### src/pkg/pprc_pkg.sv
/*
  Constants for the pin pulse and RC discharge timer.
  Assumes a single 250 MHz clock; nothing else.
*/
package pprc_pkg;
  localparam int          CLK_MHZ        = 250;
  localparam int          CHARGE_MS      = 10;
  localparam int          CHARGE_CYC     = CHARGE_MS * 1000 * CLK_MHZ;
  localparam int          TICK_NS_10US   = 10000;
  localparam int          TICK_NS_2US    = 2000;
  localparam int          TICK_NS_0P8US  = 800;
  localparam int          TICK_CYC_10US  = TICK_NS_10US * CLK_MHZ / 1000;
  localparam int          TICK_CYC_2US   = TICK_NS_2US * CLK_MHZ / 1000;
  localparam int          TICK_CYC_0P8US = TICK_NS_0P8US * CLK_MHZ / 1000;
  localparam int          TICK_W         = 12;
  localparam int          CNT_W          = 16;
  localparam int          RES_W          = 8;
  localparam int          RC_PINS        = 8;
  localparam int          CAP_PINS       = 16;
  localparam logic [1:0]  TU_10US        = 2'h0;
  localparam logic [1:0]  TU_2US         = 2'h1;
  localparam logic [1:0]  TU_0P8US       = 2'h2;
  localparam logic [15:0] CNT_MAX        = 16'hffff;
  localparam int          SCALE_SHIFT    = 8;

  typedef enum logic [5:0] {
    PPRC_IDLE   = 6'h01,
    PPRC_CHARGE = 6'h02,
    PPRC_DISCH  = 6'h04,
    PPRC_WSTART = 6'h08,
    PPRC_WEND   = 6'h10,
    PPRC_DONE   = 6'h20
  } pprc_state_t;
endpackage

### src/hdl/pprc_timer.sv
/*
  Pin timing block: RC discharge reading and pulse width capture.
  Assumes pin inputs synchronous to clk; parameters steady while busy.
*/
// How it works
// RC reading takes pin 0..7, drives it out, later releases it.
// Pin driven high for 10 ms charge before timing begins.
// Then pin becomes input, counter runs until pin first reads low.
// Count times scale, divided by 256, gives the reading.
// Scale is unsigned 0..255.
// RC result is 8 bits, scaled from 16-bit count.
// Capture takes pin 0..15 and leaves it an input.
// Polarity 0 captures low pulse, 1 captures high pulse.
// After start edge, count ticks until opposite edge, report count.
// Capture tick is 10 us, 2 us or 0.8 us by variant.
// No start edge within maximum width reports zero.
// Pulse longer than maximum width reports zero.
// Capture always counts in 16 bits.
// Byte result keeps lower 8 bits, no saturation.
// One-cycle done per result; requests ignored while busy.
`timescale 1ns/10ps
module pprc_timer #(
  parameter int CHARGE_CYCLES = pprc_pkg::CHARGE_CYC
) (
  input  wire logic        clk,
  input  wire logic        nrst,
  input  wire logic [1:0]  unit_sel,
  input  wire logic        rc_start,
  input  wire logic [2:0]  rc_pin,
  input  wire logic [7:0]  rc_scale,
  output logic [7:0]       rc_result,
  output logic             rc_done,
  input  wire logic        cap_start,
  input  wire logic [3:0]  cap_pin,
  input  wire logic        cap_polarity,
  output logic [15:0]      cap_result,
  output logic [7:0]       cap_result_byte,
  output logic             cap_done,
  output logic             busy,
  input  wire logic [15:0] pin_in,
  output logic [15:0]      pin_out,
  output logic [15:0]      pin_oe
);
  pprc_pkg::pprc_state_t state;
  logic                  is_rc;
  logic [3:0]            sel;
  logic                  pol;
  logic [7:0]            scale;
  logic [31:0]           charge_cnt;
  logic [15:0]           cnt;
  logic                  prev;
  logic                  tick;
  logic                  restart;
  logic                  pin_now;
  logic [23:0]           product;
  logic                  timeout;

  assign pin_now = pin_in[sel];
  assign busy    = (state != pprc_pkg::PPRC_IDLE);
  assign restart = (state == pprc_pkg::PPRC_IDLE);
  assign timeout = tick && (cnt == pprc_pkg::CNT_MAX);
  assign product = cnt * scale;

  pprc_tick u_tick (
    .clk      (clk),
    .nrst     (nrst),
    .restart  (restart),
    .unit_sel (unit_sel),
    .tick     (tick)
  );

  // Command capture; starts ignored while busy
  always_ff @(posedge clk or negedge nrst)
  begin
    if (!nrst)
    begin
      is_rc <= 1'b0;
      sel   <= '0;
      pol   <= 1'b0;
      scale <= '0;
    end
    else if (state == pprc_pkg::PPRC_IDLE && rc_start)
    begin
      is_rc <= 1'b1;
      sel   <= {1'b0, rc_pin};
      scale <= rc_scale;
    end
    else if (state == pprc_pkg::PPRC_IDLE && cap_start)
    begin
      is_rc <= 1'b0;
      sel   <= cap_pin;
      pol   <= cap_polarity;
    end
  end

  always_ff @(posedge clk or negedge nrst)
  begin
    if (!nrst)
      state <= pprc_pkg::PPRC_IDLE;
    else
      case (state)
        pprc_pkg::PPRC_IDLE:
          if (rc_start)
            state <= pprc_pkg::PPRC_CHARGE;
          else if (cap_start)
            state <= pprc_pkg::PPRC_WSTART;
        pprc_pkg::PPRC_CHARGE:
          if (charge_cnt == 32'(CHARGE_CYCLES - 1))
            state <= pprc_pkg::PPRC_DISCH;
        pprc_pkg::PPRC_DISCH:
          if (!pin_now)
            state <= pprc_pkg::PPRC_DONE;
        pprc_pkg::PPRC_WSTART:
          if (prev != pol && pin_now == pol)
            state <= pprc_pkg::PPRC_WEND;
          else if (timeout)
            state <= pprc_pkg::PPRC_DONE;
        pprc_pkg::PPRC_WEND:
          if (pin_now != pol || timeout)
            state <= pprc_pkg::PPRC_DONE;
        pprc_pkg::PPRC_DONE:
          state <= pprc_pkg::PPRC_IDLE;
        default:
          state <= pprc_pkg::PPRC_IDLE;
      endcase
  end

  // Previous pin level for edge detection
  always_ff @(posedge clk or negedge nrst)
  begin
    if (!nrst)
      prev <= 1'b0;
    else if (state == pprc_pkg::PPRC_IDLE && cap_start)
      prev <= pin_in[cap_pin];
    else
      prev <= pin_now;
  end

  always_ff @(posedge clk or negedge nrst)
  begin
    if (!nrst)
      charge_cnt <= '0;
    else if (state == pprc_pkg::PPRC_CHARGE)
      charge_cnt <= charge_cnt + 32'h1;
    else
      charge_cnt <= '0;
  end

  // 16-bit counter: wait timer, then width counter; saturates at max in discharge, wraps on capture timeout
  always_ff @(posedge clk or negedge nrst)
  begin
    if (!nrst)
      cnt <= '0;
    else
      case (state)
        pprc_pkg::PPRC_IDLE, pprc_pkg::PPRC_CHARGE:
          cnt <= '0;
        pprc_pkg::PPRC_DISCH:
          if (pin_now && tick && cnt != pprc_pkg::CNT_MAX)
            cnt <= cnt + 16'h1;
        pprc_pkg::PPRC_WSTART:
          if (prev != pol && pin_now == pol)
            cnt <= '0;
          else if (tick)
            cnt <= cnt + 16'h1;
        pprc_pkg::PPRC_WEND:
          if (tick && pin_now == pol)
            cnt <= cnt + 16'h1;
        default:
          cnt <= cnt;
      endcase
  end

  // Results and done pulses
  always_ff @(posedge clk or negedge nrst)
  begin
    if (!nrst)
    begin
      rc_result       <= '0;
      cap_result      <= '0;
      cap_result_byte <= '0;
      rc_done         <= 1'b0;
      cap_done        <= 1'b0;
    end
    else
    begin
      rc_done  <= 1'b0;
      cap_done <= 1'b0;
      if (state == pprc_pkg::PPRC_DISCH && !pin_now)
      begin
        rc_result <= product[pprc_pkg::SCALE_SHIFT +: pprc_pkg::RES_W];
        rc_done   <= 1'b1;
      end
      else if ((state == pprc_pkg::PPRC_WSTART && timeout &&
                !(prev != pol && pin_now == pol)) ||
               (state == pprc_pkg::PPRC_WEND && timeout &&
                pin_now == pol))
      begin
        cap_result      <= '0;
        cap_result_byte <= '0;
        cap_done        <= 1'b1;
      end
      else if (state == pprc_pkg::PPRC_WEND && pin_now != pol)
      begin
        cap_result      <= cnt;
        cap_result_byte <= cnt[pprc_pkg::RES_W-1:0];
        cap_done        <= 1'b1;
      end
    end
  end

  // Pin drive: only the selected RC pin, high during charge
  always_comb
  begin
    pin_out = '0;
    pin_oe  = '0;
    if (state == pprc_pkg::PPRC_CHARGE && is_rc)
    begin
      pin_out[sel] = 1'b1;
      pin_oe[sel]  = 1'b1;
    end
  end
endmodule // pprc_timer

### src/hdl/pprc_tick.sv
/*
  Tick divider: one-cycle enable at the selected capture unit.
  Assumes restart is held high while idle and released when a measurement begins.
*/
`timescale 1ns/10ps
module pprc_tick (
  input  wire logic       clk,
  input  wire logic       nrst,
  input  wire logic       restart,
  input  wire logic [1:0] unit_sel,
  output logic            tick
);
  logic [pprc_pkg::TICK_W-1:0] cnt;
  logic [pprc_pkg::TICK_W-1:0] last;

  always_comb
  begin
    case (unit_sel)
      pprc_pkg::TU_2US:
        last = pprc_pkg::TICK_W'(pprc_pkg::TICK_CYC_2US - 1);
      pprc_pkg::TU_0P8US:
        last = pprc_pkg::TICK_W'(pprc_pkg::TICK_CYC_0P8US - 1);
      default:
        last = pprc_pkg::TICK_W'(pprc_pkg::TICK_CYC_10US - 1);
    endcase
  end

  assign tick = (cnt == last) && !restart;

  always_ff @(posedge clk or negedge nrst)
  begin
    if (!nrst)
      cnt <= '0;
    else if (restart || cnt == last)
      cnt <= '0;
    else
      cnt <= cnt + 1'b1;
  end
endmodule // pprc_tick

### config.mk
export PLATFORM = sky130hd
export DESIGN_NAME = pprc_timer
export DESIGN_NICKNAME = d
export VERILOG_FILES = /design/src/pkg/pprc_pkg.sv /design/src/hdl/pprc_timer.sv /design/src/hdl/pprc_tick.sv
export SDC_FILE = /design/constraint.sdc
export NUM_CORES = 1
export LEC_CHECK = 0
export ABC_CLOCK_PERIOD_IN_PS = 5900
export BUFFER_PORTS_ARGS = -buffer_cell sky130_fd_sc_hd__buf_2
export CORE_MARGIN = 5
export CORE_UTILIZATION = 30
export DETAILED_ROUTE_END_ITERATION = 10
export GPL_ROUTABILITY_DRIVEN = 0
export PLACE_DENSITY = 0.48
export SLEW_MARGIN = 20
export SYNTH_ARGS = -nofsm -noshare
export SYNTH_HDL_FRONTEND = slang
export SYNTH_SLANG_ARGS = --single-unit
### constraint.sdc
create_clock -name clk -period 5.9 [get_ports clk]
set_input_delay 0.59 -clock clk [delete_from_list [all_inputs] [get_ports clk]]
set_output_delay 0.59 -clock clk [all_outputs]
set_load 0.05 [all_outputs]
=== Word-level counts from Yosys, hierarchy flattened ===
Cells that the tools add are included.
Widths: inputs -> output; s select.

* Add/sub/neg operators: 3
* Multipliers: 1
* Divide/modulo/power cells: 0
* $lt $le $gt $ge: 3
* Equality and inequality tests: 23
* Shift-type cells: 0
* Multiplexer cells: 36
* Bitwise gates (word level): 2
* Reductions and logical operators: 30

{| class="wikitable"
|+ Operators by type and width
! kind !! count
|-
| $mux 16 || 7
|-
| $pmux 16 s4 || 1
|-
| $mux 6 || 7
|-
| $add 32x1->32 const B || 1
|-
| $eq 32x22->1 const B || 1
|-
| $mux 32 || 1
|-
| $pmux 6 s5 || 1
|-
| $pmux 12 s2 || 1
|-
| $add 16x1->16 const B || 1
|-
| $eq 16x16->1 const B || 1
|-
| $logic_and 1x1->1 || 16
|-
| $mul 16x8->16 || 1
|-
| $mux 8 || 2
|-
| $ne 16x16->1 const B || 1
|-
| $add 12x1->12 const B || 1
|-
| $eq 12x12->1 || 1
|-
| $mux 12 || 1
|-
| $lt 4x5->1 const B || 2
|-
| $mux 1 || 10
|-
| $ne 2x2->1 const B || 5
|-
| $ne 3x3->1 const B || 3
|-
| $bmux 1 s4 || 2
|-
| $mux 4 || 2
|-
| $eq 6x1->1 const B || 1
|-
| 20 further kinds || 28
|}

* Flip-flop bits (word level): 115
* Bits in latches: 0
* Bits in writable memories: 0
* Bits in read-only memories: 0
* Input port bits: 38
* Output and inout port bits: 67
* Logic and storage cells: 112
* Memories: 0

=== Depth between registers and ports, before layout ===
* Depth in word-level cells: 10
* Depth in mapped cells: 18
* Gate-level depth less buffers: 17

=== Cells and area by module ===
From an unflattened synthesis, not the netlist that was laid out.

* Cells, all modules: 910
* Area, all modules: 8,546.9 um2

{| class="wikitable"
|+ Modules (own cells, without submodules)
! module !! instances !! cells each !! area an instance (um2) !! seq. area each (um2)
|-
| pprc_timer || 1 || 839 || 7,762.4 || 2,378.5
|-
| pprc_tick || 1 || 71 || 784.5 || 300.3
|}

=== Worst setup path after synthesis ===
OpenSTA, ideal clock, no wires.

* Kind: register -> register
* Start: reg cnt[1]
* End: reg rc_result[7]
* Setup time: 0.136 ns
* Data arrival time: 4.484 ns
* Required time: 5.764 ns
* Path slack: 1.279 ns
* Stages on the path, launching flop included: 17
* Path buffers: 1
* Clock period less this slack: 4.621 ns
* Cells stage by stage: dfrtp_1 -> clkbuf_1 -> and2_1 -> fa_1 -> fa_1 -> inv_1 -> fa_1 -> fa_1 -> inv_1 -> ha_1 -> a2111oi_0 -> o21ai_0 -> a41oi_1 -> o211ai_1 -> o31ai_1 -> xnor2_1 -> o21ai_0

* Word-level cells in the longest chain between the ends: 1

{| class="wikitable"
|+ Ends and longest elaborated chain
! what !! line !! RTL
|-
| from (decl) || pprc_timer.sv:50 || <nowiki>logic [15:0] cnt;</nowiki>
|-
| from (signal assigned) || pprc_timer.sv:160 || <nowiki>cnt <= cnt + 16'h1;</nowiki>
|-
| from (signal assigned) || pprc_timer.sv:165 || <nowiki>cnt <= cnt + 16'h1;</nowiki>
|-
| from (signal assigned) || pprc_timer.sv:168 || <nowiki>cnt <= cnt + 16'h1;</nowiki>
|-
| $mul 16x8->16 || pprc_timer.sv:62 || <nowiki>assign product = cnt * scale;</nowiki>
|-
| to (signal assigned) || pprc_timer.sv:191 || <nowiki>rc_result <= product[pprc_pkg::SCALE_SHIFT +: pprc_pkg::RES_W];</nowiki>
|-
| to (decl) || pprc_timer.sv:31 || <nowiki>output logic [7:0] rc_result,</nowiki>
|}

No other way between the ends.
A chain may end at the register's enable or synchronous reset.

=== Final worst setup path ===
Ends and elaborated chain as after synthesis.

==> flow_metrics.env <==
export IMPL_outcome="finished clean"
export IMPL_diodes=0
export IMPL_vias_per_cell=4.78
export IMPL_crit_slowest_cell="fa_1"
export IMPL_ys_warn_count=0
export IMPL_wl_mm=19.5
export IMPL_area_growth_pct=11.9
export IMPL_syn_area_sq_um=8170
export IMPL_arrival_ps=5230
export IMPL_drt_iter0_drc=286
export IMPL_start_util_pct=30.4
export IMPL_post_drt_wl_per_cell_um=15.4
export IMPL_clock_path_buffers=2
export IMPL_grt_pass1_wl_mm=33.2
export IMPL_io_pins=105
export IMPL_final_nets=1045
export IMPL_worstPathCellList="and2_1 > fa_1 > fa_1 > inv_1 > fa_1 > fa_1 > inv_1 > ha_1 > a2111oi_0 > o21ai_0 > a41oi_1 > o211ai_1 > o31ai_1 > xnor2_1 > o21ai_0"
export IMPL_max_vdd_ir_drop_uv=191
export IMPL_final_cell_mix="dfrtp_1 (106), buf_2 (103), inv_1 (87)"
export IMPL_nFillCells=2808
export IMPL_relSlewSlack_pct=33.8
export IMPL_seqCellArea_sq_um=2680
export IMPL_cts_root_buf="clkbuf_16"
export IMPL_coreArea_sq_um=26900
export IMPL_final_common_cell="dfrtp_1"
export IMPL_cpPeakStageDelay_ps=550
export IMPL_antenna_left=0
export IMPL_leakage_uw=0.00430
export IMPL_ys_ff_latch=107
export IMPL_synth_top_area_share_pct=32.5
export IMPL_fin_crit_ps=5010
export IMPL_fin_crit_sh_pct=84.9
export IMPL_ctsResizeCount=0
export IMPL_hp_class="in -> async"
export IMPL_drc=0
export IMPL_synth_nets=985
export IMPL_clock_sinks=107
export IMPL_rows=60
export IMPL_io_buffers=104
export IMPL_fin_skew_ps=13.6
export IMPL_post_cts_buffers=0
export IMPL_cts_htree_levels=3
export IMPL_crit_top_cell="fa_1"
export IMPL_setup_viol_count_final=0
export IMPL_drv_cap=0
export IMPL_vias=6055
export IMPL_crit_path_max_fanout=12
export IMPL_placed_cells=1252
export IMPL_slew_viol_final=0
export IMPL_start_kind="flip-flop"
export IMPL_dp_hpwl_mm=14.8
export IMPL_final_cell_area_sq_um=9140
export IMPL_overflow=0
export IMPL_synth_area_leaders="dfrtp_1 (32%), fa_1 (14%), and2_1 (5.9%)"
export IMPL_grt_setup_unrepaired="false"
export IMPL_yosysTopAreaCell="dfrtp_1"
export IMPL_worstMarginPinSlew_ps=991
export IMPL_dominantRegCellSynth="dfrtp_1"
export IMPL_grt_usage_pct=13.1
export IMPL_grt_pass1_vias=6287
export IMPL_yosysSeqAreaShare_pct=32.8
export IMPL_clkTransAtPathRegs_ps=90
export IMPL_yosysUniqueCellTypes=55
export IMPL_antenna_found_initial=0
export IMPL_async_reset_ff_share_pct=100
export IMPL_critPathRequiredTime_ps=6110
export IMPL_syn_inst=862
export IMPL_power_density_nw_per_um2=251
export IMPL_layout_drive_gt1_share_pct=16.4
export IMPL_finalHoldViolCount=0
export IMPL_synth_edff_count=0
export IMPL_finalSetupTns_ps=0
export IMPL_die_area_sq_um=30600
export IMPL_die_width_um=175
export IMPL_cts_buffers=9
export IMPL_fmax_mhz=200
export IMPL_clk_latency_ps=370
export IMPL_postCtsHoldBufs=0
export IMPL_fin_cells=1268
export IMPL_grt_start_max_net_pins=67
export IMPL_die_y_um=175
export IMPL_cts_tree="yes"
export IMPL_syn_area_per_cell_sq_um=9.48
export IMPL_placed_cell_area_sq_um=8810
export IMPL_firstDrtPassIters=5
export IMPL_multi_input_area_sq_um=4840
export IMPL_endpoint_kind="flip-flop"
export IMPL_worstSetupPathType="reg -> reg"
## per-layer routing
layer,share of wire (%),GRT usage [%],up-vias
li1,-,-,2948
met5,0,0,-
met2,47,22.0,114
met3,3.5,2.60,9
met1,49,18.5,2984
met4,0.28,0.982,0
## kinds of logic after synthesis
| kind of cell | count (synthesis) | share of synthesized area [%] |
|---|---|---|
| adders and majority gates | 85 | 18.4 |
| DFF | 107 | 32.8 |
| muxes | 22 | 4.44 |
| and+or+nand+nor | 341 | 21.6 |
| AOI/OAI and AO/OA | 101 | 8.21 |
| buffers and inverters | 145 | 7.98 |
| xor gates and xnor gates | 61 | 6.54 |
## registers in the layout, summed over array words and instances, names as in the netlist, 4 cells and up
signal / cells
charge_cnt: 32
cap_result: 16
cnt: 16
u_tick.cnt: 12
rc_result: 8
scale: 8
state: 6
sel: 4
## layout make-up
class	instances	area share, %
clock buffers	9	2.46
clock inverters	7	1.05
inverters	87	3.57
multi-input cells	610	53.0
flip-flops and latches	107	29.3
well taps	341	4.67
repair buffers	107	5.97
## report_power, final
group          internal [uW]  switching (uW)
clock network            318             356
registers                814             174
logic                    224             404
total                   1360             934
## metrics by stage
stage | hold WS [ps] | setup slack, ps | power (uW) | utilization (%)
2_1_floorplan | 294 | 1280 | 1460 | -
3_3_place_gp | 449 | 971 | 1630 | 32.8
3_5_place_dp | 448 | 879 | 1640 | 32.8
4_1_cts | 385 | 840 | 2330 | 34.0
5_1_grt | 429 | 617 | 2460 | 34.0
6_report | 336 | 890 | 2290 | 34.0
## Yosys cell counts, drive strengths merged (7+ instances only)
cell type	instances
a21oi	24
a22o	17
and2	79
and3	8
buf	29
clkbuf	29
dfrtp	106
fa	59
ha	26
inv	87
mux2	11
mux4	10
nand2	79
nand2b	7
nand3	26
nand4	15
nor2	69
nor3	11
nor4	7
o21ai	33
o31ai	8
or3	15
xnor2	27
xor2	34
## path summary, 6_finish.rpt
| kind | from | end | slack, ps | cells after the start |
|---|---|---|---|---|
| min reg2reg | u_tick.cnt[0] | u_tick.cnt[0] | 460 | 1 |
| max reg2reg | cnt[1] | rc_result[7] | 890 | 15 |
| max | cnt[1] | rc_result[7] | 890 | 15 |
| max in group asynchronous | nrst | cap_result[8] | 4470 | 2 |
| min | nrst | cap_result[6] | 340 | 1 |
| min in group clk | rc_scale[1] | scale[1] | 450 | 2 |
## critical path: cells and delay by family, from the launching register on
| kind | cells | cell delay, ps |
|---|---|---|
| DFF | 1 | 530 |
| xor gates and xnor gates | 1 | 140 |
| AOI/OAI and AO/OA | 6 | 1650 |
| adders and majority gates | 5 | 2200 |
| buffers and inverters | 2 | 90 |
| and+or+nand+nor | 1 | 250 |
No activity file was read; power rests on OpenSTA's default activity.
